## src/shared/cpe_pkg.sv

```systemverilog
// constants and state layout for the performance enhancement register set
// How it works
// low half support info, high half controls
// offset 1 bit 0: event signalling supported
// offset 3 bits 1:0: maintenance urgency level
// offset 4 bit 0: cache supported
// offset 6: queue depth code, 00h unsupported
// offsets 8-15: two error bits per task
// offset 257 bit 0: event enable, read back
// offset 259 bit 0 written one starts maintenance
// card clears start bit on maintenance break
// offset 260 bit 0: cache enable drives cache
// offset 261 bit 0 written one starts flush
// flush ends within one second, bit cleared
// offset 262: queue enable and queue mode
// power-off notice disables every enhancement feature
// reserved bits and offsets read zero, ignore writes
// unsupported feature keeps its enable at zero
package cpe_pkg;

   // register indices; byte address on the bus is four times the index
   localparam logic [8:0] IDX_REVISION     = 9'h000;
   localparam logic [8:0] IDX_EVENT_SUP    = 9'h001;
   localparam logic [8:0] IDX_MAINT_SUP    = 9'h002;
   localparam logic [8:0] IDX_MAINT_URG    = 9'h003;
   localparam logic [8:0] IDX_CACHE_SUP    = 9'h004;
   localparam logic [8:0] IDX_QUEUE_SUP    = 9'h006;
   localparam logic [8:0] IDX_TASK_ERR_LO  = 9'h008;
   localparam logic [8:0] IDX_TASK_ERR_HI  = 9'h00f;
   localparam logic [8:0] IDX_EVENT_EN     = 9'h101;
   localparam logic [8:0] IDX_MAINT_EN     = 9'h102;
   localparam logic [8:0] IDX_MAINT_START  = 9'h103;
   localparam logic [8:0] IDX_CACHE_EN     = 9'h104;
   localparam logic [8:0] IDX_CACHE_FLUSH  = 9'h105;
   localparam logic [8:0] IDX_QUEUE_CTRL   = 9'h106;
   localparam logic [8:0] IDX_IRQ_STATUS   = 9'h1f0;
   localparam logic [8:0] IDX_IRQ_MASK     = 9'h1f1;

   // field positions
   localparam int unsigned BIT_ENABLE      = 0;
   localparam int unsigned BIT_HOST_MAINT  = 1;
   localparam int unsigned BIT_QUEUE_MODE  = 1;

   // fixed values
   localparam logic [7:0] REVISION_VAL     = 8'h00;
   localparam logic [7:0] QUEUE_DEPTH_MAX  = 8'h1f;
   localparam int unsigned TASKS           = 32;

   // interrupt status bits
   localparam int unsigned IRQ_W           = 4;
   localparam int unsigned IRQ_FLUSH_DONE  = 0;
   localparam int unsigned IRQ_MAINT_END   = 1;
   localparam int unsigned IRQ_TASK_ERR    = 2;
   localparam int unsigned IRQ_POWER_OFF   = 3;
   localparam logic [IRQ_W-1:0] IRQ_MASK_RST = 4'h0;

   // timing
   localparam int unsigned CLK_HZ          = 50_000_000;
   localparam int unsigned FLUSH_LIMIT_S   = 1;
   localparam int unsigned FLUSH_LIMIT_CYC = FLUSH_LIMIT_S * CLK_HZ;
   localparam int unsigned FLUSH_CNT_W     = 26;

   typedef struct packed {
      logic [31:0]            prdata;
      logic                   pready;
      logic                   event_en;
      logic                   maint_card_en;
      logic                   maint_host_en;
      logic                   maint_start;
      logic                   cache_en;
      logic                   cache_flush;
      logic                   queue_en;
      logic                   queue_mode;
      logic [FLUSH_CNT_W-1:0] flush_cnt;
      logic [2*TASKS-1:0]     err_prev;
      logic [IRQ_W-1:0]       irq_status;
      logic [IRQ_W-1:0]       irq_mask;
      logic                   irq;
   } cpe_state_t;

endpackage

```

## src/cpe_regs.sv

```systemverilog
// apb register bank of the card performance enhancement function
//
// The APB register port was chosen for this implementation.
module cpe_regs #(
   parameter logic                  EVENT_SUPPORTED      = 1'b1,
   parameter logic                  CARD_MAINT_SUPPORTED = 1'b1,
   parameter logic                  HOST_MAINT_SUPPORTED = 1'b1,
   parameter logic                  CACHE_SUPPORTED      = 1'b1,
   parameter logic [7:0]            QUEUE_DEPTH_CODE     = 8'h1f,
   parameter int unsigned           FLUSH_TIMEOUT_CYC    = cpe_pkg::FLUSH_LIMIT_CYC
) (
   input  wire logic                pclk,
   input  wire logic                presetn,
   input  wire logic                psel,
   input  wire logic                penable,
   input  wire logic                pwrite,
   input  wire logic [11:0]         paddr,
   input  wire logic [31:0]         pwdata,
   input  wire logic [3:0]          pstrb,
   output      logic [31:0]         prdata,
   output      logic                pready,
   output      logic                pslverr,
   input  wire logic [1:0]          maint_urgency,
   input  wire logic [63:0]         task_error,
   input  wire logic                power_off,
   input  wire logic                maint_break,
   input  wire logic                flush_done,
   output      logic                event_en,
   output      logic                maint_card_en,
   output      logic                maint_host_en,
   output      logic                maint_start,
   output      logic                cache_en,
   output      logic                cache_flush,
   output      logic                queue_en,
   output      logic                queue_mode,
   output      logic                irq
);

   cpe_pkg::cpe_state_t st_reg;
   cpe_pkg::cpe_state_t st_next;

   logic [8:0]                      idx;
   logic                            in_map;
   logic                            acc;
   logic                            wr_go;
   logic                            rd_go;
   logic                            wr_lane;
   logic [7:0]                      wbyte;
   logic [7:0]                      rbyte;
   logic [7:0]                      queue_code;
   logic                            queue_sup;
   logic [63:0]                     err_vis;
   logic [63:0]                     err_byte_sel;
   logic [2:0]                      err_byte;
   logic                            flush_end;
   logic                            flush_timeout;
   logic                            maint_end;
   logic                            new_error;
   logic [cpe_pkg::IRQ_W-1:0]       events;

   localparam int unsigned          FLUSH_CNT_W = cpe_pkg::FLUSH_CNT_W;

   // depth codes above the legal maximum are treated as no queue at all
   assign queue_code = (QUEUE_DEPTH_CODE > cpe_pkg::QUEUE_DEPTH_MAX) ? 8'h00
                                                                     : QUEUE_DEPTH_CODE;
   assign queue_sup  = |queue_code;

   // bit 11 lies past the 512-word window; low two bits are ignored
   assign idx     = paddr[10:2];
   assign in_map  = ~paddr[11];
   assign acc     = psel & penable;
   assign wr_go   = acc & st_reg.pready & pwrite;
   assign rd_go   = acc & st_reg.pready & ~pwrite;
   assign wr_lane = wr_go & pstrb[0] & in_map;
   assign wbyte   = pwdata[7:0];
   assign err_byte = 3'(idx - cpe_pkg::IDX_TASK_ERR_LO);

   // per task: reserved codes and ids beyond the queue depth read zero
   for (genvar t = 0; t < cpe_pkg::TASKS; t++) begin : g_task
      logic live;
      assign live = queue_sup & (8'(t) <= queue_code);
      assign err_vis[2*t]   = live & task_error[2*t] & ~task_error[2*t+1];
      assign err_vis[2*t+1] = 1'b0;
   end

   assign err_byte_sel = err_vis >> {err_byte, 3'b000};

   // read mux; anything unnamed answers zero
   always_comb begin
      rbyte = 8'h00;
      if (in_map) begin
         case (idx)
            cpe_pkg::IDX_REVISION: begin
               rbyte = cpe_pkg::REVISION_VAL;
            end
            cpe_pkg::IDX_EVENT_SUP: begin
               rbyte = {7'h00, EVENT_SUPPORTED};
            end
            cpe_pkg::IDX_MAINT_SUP: begin
               rbyte = {6'h00, HOST_MAINT_SUPPORTED, CARD_MAINT_SUPPORTED};
            end
            cpe_pkg::IDX_MAINT_URG: begin
               rbyte = {6'h00, maint_urgency};
            end
            cpe_pkg::IDX_CACHE_SUP: begin
               rbyte = {7'h00, CACHE_SUPPORTED};
            end
            cpe_pkg::IDX_QUEUE_SUP: begin
               rbyte = queue_code;
            end
            cpe_pkg::IDX_EVENT_EN: begin
               rbyte = {7'h00, st_reg.event_en};
            end
            cpe_pkg::IDX_MAINT_EN: begin
               rbyte = {6'h00, st_reg.maint_host_en, st_reg.maint_card_en};
            end
            cpe_pkg::IDX_MAINT_START: begin
               rbyte = {7'h00, st_reg.maint_start};
            end
            cpe_pkg::IDX_CACHE_EN: begin
               rbyte = {7'h00, st_reg.cache_en};
            end
            cpe_pkg::IDX_CACHE_FLUSH: begin
               rbyte = {7'h00, st_reg.cache_flush};
            end
            cpe_pkg::IDX_QUEUE_CTRL: begin
               rbyte = {6'h00, st_reg.queue_mode, st_reg.queue_en};
            end
            cpe_pkg::IDX_IRQ_STATUS: begin
               rbyte = {4'h0, st_reg.irq_status};
            end
            cpe_pkg::IDX_IRQ_MASK: begin
               rbyte = {4'h0, st_reg.irq_mask};
            end
            default: begin
               if (idx >= cpe_pkg::IDX_TASK_ERR_LO && idx <= cpe_pkg::IDX_TASK_ERR_HI) begin
                  rbyte = err_byte_sel[7:0];
               end
            end
         endcase
      end
   end

   // card-side completions
   assign flush_timeout = st_reg.flush_cnt == FLUSH_CNT_W'(FLUSH_TIMEOUT_CYC - 1);
   assign flush_end     = st_reg.cache_flush & (flush_done | flush_timeout);
   assign maint_end     = st_reg.maint_start & maint_break;
   assign new_error     = |(err_vis & ~st_reg.err_prev);

   always_comb begin
      events = '0;
      events[cpe_pkg::IRQ_FLUSH_DONE] = flush_end;
      events[cpe_pkg::IRQ_MAINT_END]  = maint_end;
      events[cpe_pkg::IRQ_TASK_ERR]   = new_error;
      events[cpe_pkg::IRQ_POWER_OFF]  = power_off;
   end

   always_comb begin
      st_next = st_reg;

      // two-cycle access phase: first cycle loads read data, second completes
      if (acc && !st_reg.pready) begin
         st_next.pready = 1'b1;
         st_next.prdata = {24'h000000, rbyte};
      end
      if (acc && st_reg.pready) begin
         st_next.pready = 1'b0;
         st_next.prdata = 32'h00000000;
      end

      // host writes; unsupported features stay at zero
      if (wr_lane) begin
         case (idx)
            cpe_pkg::IDX_EVENT_EN: begin
               st_next.event_en = wbyte[cpe_pkg::BIT_ENABLE] & EVENT_SUPPORTED;
            end
            cpe_pkg::IDX_MAINT_EN: begin
               st_next.maint_card_en = wbyte[cpe_pkg::BIT_ENABLE] & CARD_MAINT_SUPPORTED;
               st_next.maint_host_en = wbyte[cpe_pkg::BIT_HOST_MAINT]
                                       & HOST_MAINT_SUPPORTED;
            end
            cpe_pkg::IDX_MAINT_START: begin
               // only a card break or a power-off notice clears the start bit; a host zero is ignored
               if (wbyte[cpe_pkg::BIT_ENABLE] && HOST_MAINT_SUPPORTED) begin
                  st_next.maint_start = 1'b1;
               end
            end
            cpe_pkg::IDX_CACHE_EN: begin
               st_next.cache_en = wbyte[cpe_pkg::BIT_ENABLE] & CACHE_SUPPORTED;
            end
            cpe_pkg::IDX_CACHE_FLUSH: begin
               if (wbyte[cpe_pkg::BIT_ENABLE] && CACHE_SUPPORTED && !st_reg.cache_flush) begin
                  st_next.cache_flush = 1'b1;
               end
            end
            cpe_pkg::IDX_QUEUE_CTRL: begin
               st_next.queue_en   = wbyte[cpe_pkg::BIT_ENABLE] & queue_sup;
               st_next.queue_mode = wbyte[cpe_pkg::BIT_QUEUE_MODE] & queue_sup;
            end
            cpe_pkg::IDX_IRQ_MASK: begin
               st_next.irq_mask = wbyte[cpe_pkg::IRQ_W-1:0];
            end
            default: begin
               st_next.prdata = st_next.prdata;
            end
         endcase
      end

      // flush limit counter runs only while a flush is pending
      if (st_reg.cache_flush && !flush_end) begin
         st_next.flush_cnt = st_reg.flush_cnt + FLUSH_CNT_W'(1);
      end else begin
         st_next.flush_cnt = '0;
      end
      if (flush_end) begin
         st_next.cache_flush = 1'b0;
      end
      if (maint_end) begin
         st_next.maint_start = 1'b0;
      end

      // power-off wins over any write in the same cycle
      if (power_off) begin
         st_next.event_en      = 1'b0;
         st_next.maint_card_en = 1'b0;
         st_next.maint_host_en = 1'b0;
         st_next.maint_start   = 1'b0;
         st_next.cache_en      = 1'b0;
         st_next.cache_flush   = 1'b0;
         st_next.queue_en      = 1'b0;
         st_next.queue_mode    = 1'b0;
         st_next.flush_cnt     = '0;
      end

      st_next.err_prev = err_vis;

      // read clears status, but an event in the same cycle survives
      if (rd_go && in_map && idx == cpe_pkg::IDX_IRQ_STATUS) begin
         st_next.irq_status = events;
      end else begin
         st_next.irq_status = st_reg.irq_status | events;
      end
      st_next.irq = |(st_next.irq_status & st_next.irq_mask);
   end

   always_ff @(posedge pclk or negedge presetn) begin
      if (!presetn) begin
         st_reg            <= '0;
         st_reg.irq_mask   <= cpe_pkg::IRQ_MASK_RST;
      end else begin
         st_reg <= st_next;
      end
   end

   assign prdata        = st_reg.prdata;
   assign pready        = st_reg.pready;
   assign pslverr       = 1'b0;
   assign event_en      = st_reg.event_en;
   assign maint_card_en = st_reg.maint_card_en;
   assign maint_host_en = st_reg.maint_host_en;
   assign maint_start   = st_reg.maint_start;
   assign cache_en      = st_reg.cache_en;
   assign cache_flush   = st_reg.cache_flush;
   assign queue_en      = st_reg.queue_en;
   assign queue_mode    = st_reg.queue_mode;
   assign irq           = st_reg.irq;

endmodule

```

## config.mk

```make
export PLATFORM = sky130hd
export DESIGN_NAME = cpe_regs
export DESIGN_NICKNAME = d
export VERILOG_FILES = /design/src/shared/cpe_pkg.sv /design/src/cpe_regs.sv
export SDC_FILE = /design/constraint.sdc
export NUM_CORES = 1
export LEC_CHECK = 0
export BUFFER_PORTS_ARGS = -buffer_cell sky130_fd_sc_hd__buf_2
export CORE_MARGIN = 4
export CORE_UTILIZATION = 40
export CTS_CLUSTER_SIZE = 14
export DETAILED_ROUTE_END_ITERATION = 6
export PLACE_DENSITY = 0.74
export SYNTH_ARGS = -nofsm -noshare
export SYNTH_HDL_FRONTEND = slang
export SYNTH_SLANG_ARGS = --single-unit
```

## constraint.sdc

```tcl
create_clock -name pclk -period 2.1 [get_ports pclk]
set_input_delay 0.21 -clock pclk [delete_from_list [all_inputs] [get_ports pclk]]
set_output_delay 0.21 -clock pclk [all_outputs]
set_load 0.03 [all_outputs]
```

-- Yosys cells after proc, flatten, opt, wreduce, memory -nomap -nowiden
Cells that the tools add are included.
- bits in registers: 108
- input bits: 122
- output and inout port bits: 43
- add/sub/neg operators: 2
- magnitude comparators: 2
- equality and inequality tests: 14
- shifts and indexed selects: 1
- multiplexer cells: 21
- bitwise gates (word level): 79
- reductions and logical operators: 32
- operators by type and width (kind ; count):
    $pmux W8 S13 ; 1
    $eq A9 B9 Y1 const B ; 8
    $mux W33 ; 2
    $and A63 B64 Y64 ; 1
    $not A63 Y64 ; 1
    $reduce_or A64 Y1 ; 1
    $shr A63 B6 Y8 ; 1
    $and A1 B1 Y1 ; 40
    $mux W34 ; 1
    $not A1 Y1 ; 34
    $add A26 B1 Y26 const B ; 1
    $eq A26 B26 Y1 const B ; 1
    $mux W26 ; 1
    $mux W8 ; 3
    $eq A9 B2 Y1 const B ; 2
    $eq A9 B3 Y1 const B ; 2
    $reduce_bool A3 Y1 ; 6
    $mux W4 ; 3
    $reduce_bool A2 Y1 ; 6
    $eq A9 B1 Y1 const B ; 1
    $ge A9 B4 Y1 const B ; 1
    $le A9 B4 Y1 const B ; 1
    $logic_not A9 Y1 ; 1
    $mux W1 ; 8
    11 further kinds ; 24

-- Depth between registers and ports, before layout
- depth in word-level cells: 8
- gate-level depth with buffers: 8

-- Least setup slack after synthesis
Ideal clock, no wire load.
- path kind: register to register
- start point: register st_reg, in the netlist pready
- end point: register st_reg, in the netlist irq
- arrival time: 1.918 ns
- required time: 1.981 ns
- setup slack: 0.062 ns
- cell stages (with the launch flop): 7
- buffers on the path: 0
- path through: dfrtp_1 > nand4b_1 > nor2_1 > and2_4 > mux2_1 > a222oi_1 > a21bo_2
- RTL lines (item ; line ; RTL):
    from (decl) ; cpe_regs.sv:39 ; cpe_pkg::cpe_state_t st_reg;
    from (signal assigned) ; cpe_regs.sv:251 ; st_reg <= st_next;

==> impl_results.md <==
* Post-synth EDFFs at 0
* # setup viols final at 0
* Die footprint at 12,900 sq um
* Post-synthesis cell area at around 4400 sq um
* Largest family of logic cells by synthesized area: simple AND/OR/NAND/NOR gates
* Required time of the critical path at 2.36 ns
* Grt ovf at 0
* Largest register FFs at between 60 and 70
* Total Wirelength at between 10 and 15 mm
* Critical path peak fanout at 4
* Port buffer count at 104
* Layout cells sized above 1 at around 30%
* Final period utilization at about 90%
* FILL cells at 1,024
* Leakage at 2.47 nW
* Worst skew pair latency at 0.36 ns
* Sequential share of the synthesized area at a little under half
* Complex-gate fraction of the synthesized area at 8.72%
* Ys async rst share at between 90% and 100%
* Comb power frac at a little over an eighth
* I/O pin total at between 150 and 200
* Fin nets at 669
* H-tree depth at 3
* Switching share of power at 26.9%
* Most common cell after layout, fill and taps aside: buf_2
* Die height at roughly 110 um
* Initial antenna violation count at 0
* Syn Area/Cell at around 10 sq um
* Synth-to-layout area growth at 17.7%
* Routed via count at between 3k and 4k
* First-pass GRT wire length at about 17 mm
* Sum Neg Setup Slack at 0 ns
* Setup CP Type: reg -> reg
* Longest Clk Path Bufs at 2
* Setup slack after layout at around 0.16 ns
* Clk sink count at a little over 80
* DR pass1 iterations at 4
* Global Route Usage Sum at around 17%
* Initial core utilization at around 40%
* Detailed Route Iter0 Violations at approximately 250
* Ys Warns at 0
* Status: complete, no violations
* N_diodes at 0
* Critical path endpoint category: flop
* TritonCTS clock tree: built
* Hold Path Class: in -> reg
* Root Buffer: clkbuf_8
* Number of library cell types mapped by synthesis at a little over 70
* Reg power frac at between 50 and 60%
* ANT nets after route at 0
* Hold Fails Final Rpt at 0
* R2R depth at 7
* Hold depth at 2
* Mux contribution to synthesized area at between 6 and 7%
* PwrDens at between 600 and 700 nW/um^2
* Clk slew on worst S/H paths at ~0.090 ns
* Worst slack at placement at -0.0145 ns
* RSZ-0062 raised after global routing: false
* Synth Instances at 436
* DR vias/cell at approximately 5
* Synth Flop Type: dfrtp_1
* Design area at 5240 sq um
* Post-Route Skew at between 0.006 and 0.007 ns
* Residual DRC count at 0
* Final Core Density at between 40% and 50%
* Final Max Tran Viols at 0
* XOR/XNOR Fraction of Synth Area at a little under 5%
* Post-synthesis simple-gate area fraction at between 20% and 30%
* Area of placed instances at between 5000 and 6000 sq um
* FF+latch count, synth at a little over 80
* Int Pwr at about 2.4 mW
* Adder-cell share of the synthesized area at less than 1%
* Routed WL per cell at 15.1 um
* Row cnt at 38
* Most frequent cells in the layout: 103 x buf_2, 82 x dfrtp_1, 49 x nor2_1
* F_max at slightly above 0.5 GHz
* Crit path DAT at around 2.2 ns
* Worst IR Drop VDD at 278 uV
* Clock Power Share at 36.2%
* Maxcap violations at 0
* CP Launch Type: flop
* Placer Congestion at 0.895
* Detailed placement HPWL at 8.26 mm
* Die X at about 110 um
* Pin count of the biggest net entering global routing at 47
* Number of global-route vias before repair at about 3.6k
* Post-CTS Setup Repair Bufs at 0
* Cts bufs inserted at 9
* Crit path time final at a little under 2 ns
* Net switching power at a little under 0.9 mW
* Core area at 10,800 sq um
-- path summary, 6_finish.rpt --
| path | slack [ns] | to | from |
|---|---|---|---|
| worst min-delay path | 0.02 | st_reg[37]$_DFF_PN0_ | task_error[29] |
| max in group asynchronous | 1.13 | st_reg[93]$_DFF_PN0_ | presetn |
| worst max-delay path | 0.16 | irq$_DFF_PN0_ | st_reg[73]$_DFF_PN0_ |
| worst min register to register | 0.48 | prdata[6]$_DFFE_PN0P_ | prdata[6]$_DFFE_PN0P_ |
| min in group asynchronous | 0.37 | st_reg[33]$_DFF_PN0_ | presetn |
| worst max register to register | 0.16 | irq$_DFF_PN0_ | st_reg[73]$_DFF_PN0_ |
-- Yosys cell counts, types with 4 or more instances --
master | number | area, sq um
mux4_2 | 8 | 180
xnor2_1 | 18 | 158
o2bb2ai_1 | 6 | 52.6
xor2_1 | 7 | 61.3
nand4_1 | 7 | 43.8
nor4_1 | 7 | 43.8
nor3_1 | 9 | 45.0
and4_1 | 4 | 35.0
inv_1 | 35 | 131
buf_4 | 34 | 255
and3_1 | 4 | 25.0
nor2b_1 | 23 | 144
mux2i_1 | 8 | 80.1
o21ai_0 | 8 | 40.0
nand2b_1 | 14 | 87.6
a21oi_1 | 10 | 50.1
nand3_1 | 10 | 50.1
nand2_1 | 21 | 78.8
a22o_1 | 8 | 70.1
dfrtp_1 | 82 | 2050
nor2_1 | 49 | 184
-- final cells by class --
cell class                 instances  area (sq um)  area share (%)
clock inverter                     6          65.1            1.24
timing repair buffer             116           641            12.2
tap                              140           175            3.34
multi-input combinational        301          2030            38.7
sequential                        82          2050            39.2
inverter                          36           140            2.67
clock buffer                      10           138            2.63
-- layer usage --
layer	vias to the layer above	share of wire, %	GRT usage [%]
li1	1655	-	-
met1	1678	41	20.7
met2	114	51	28.5
met3	22	5.6	3.45
met4	0	2.6	7.05
met5	-	0	0
-- cells by family after synthesis --
logic type / count (synthesis)
multiplexers: 20
XOR/XNOR: 25
other: 1
AO/OA/AOI/OAI: 53
flip-flops: 82
buffers and inverters: 79
adder cells (fa/ha/maj): 1
AND/OR/NAND/NOR: 175
-- what timing repair did --
item                                    CTS  global route
endpoints found under the setup margin    0            22
hold buffers                              1             0
hold endpoints to repair                 36             0
gates resized for setup                   0             1
-- worst max-delay path: stages (launching register included) --
cell and delay [ns]:
dfrtp_1 0.41, ha_1 0.26, nand4_1 0.15, nor4_1 0.07
a31o_1 0.21, a22o_1 0.22, a222oi_1 0.27, a21bo_2 0.25
-- power by group through the flow --
stage	Combinational, mW	Sequential, mW	Clock (mW)
final	0.429	1.64	1.17
after global routing	0.473	1.64	1.26
after CTS	0.432	1.64	1.19
after detailed placement	0.429	1.67	0
after global placement	0.418	1.67	0
after floorplan	0.268	1.69	0
-- metrics by stage --
step                      total power, mW  hold WS [ns]  std cells
after floorplan                      1.96       -0.0856        462
after global placement               2.09         0.197        674
after detailed placement             2.10         0.201        674
after CTS                            3.26        0.0117        691
after global routing                 3.38        0.0169        691
final                                3.24        0.0250        691
Note: power is estimated with default switching activity, not from simulation.
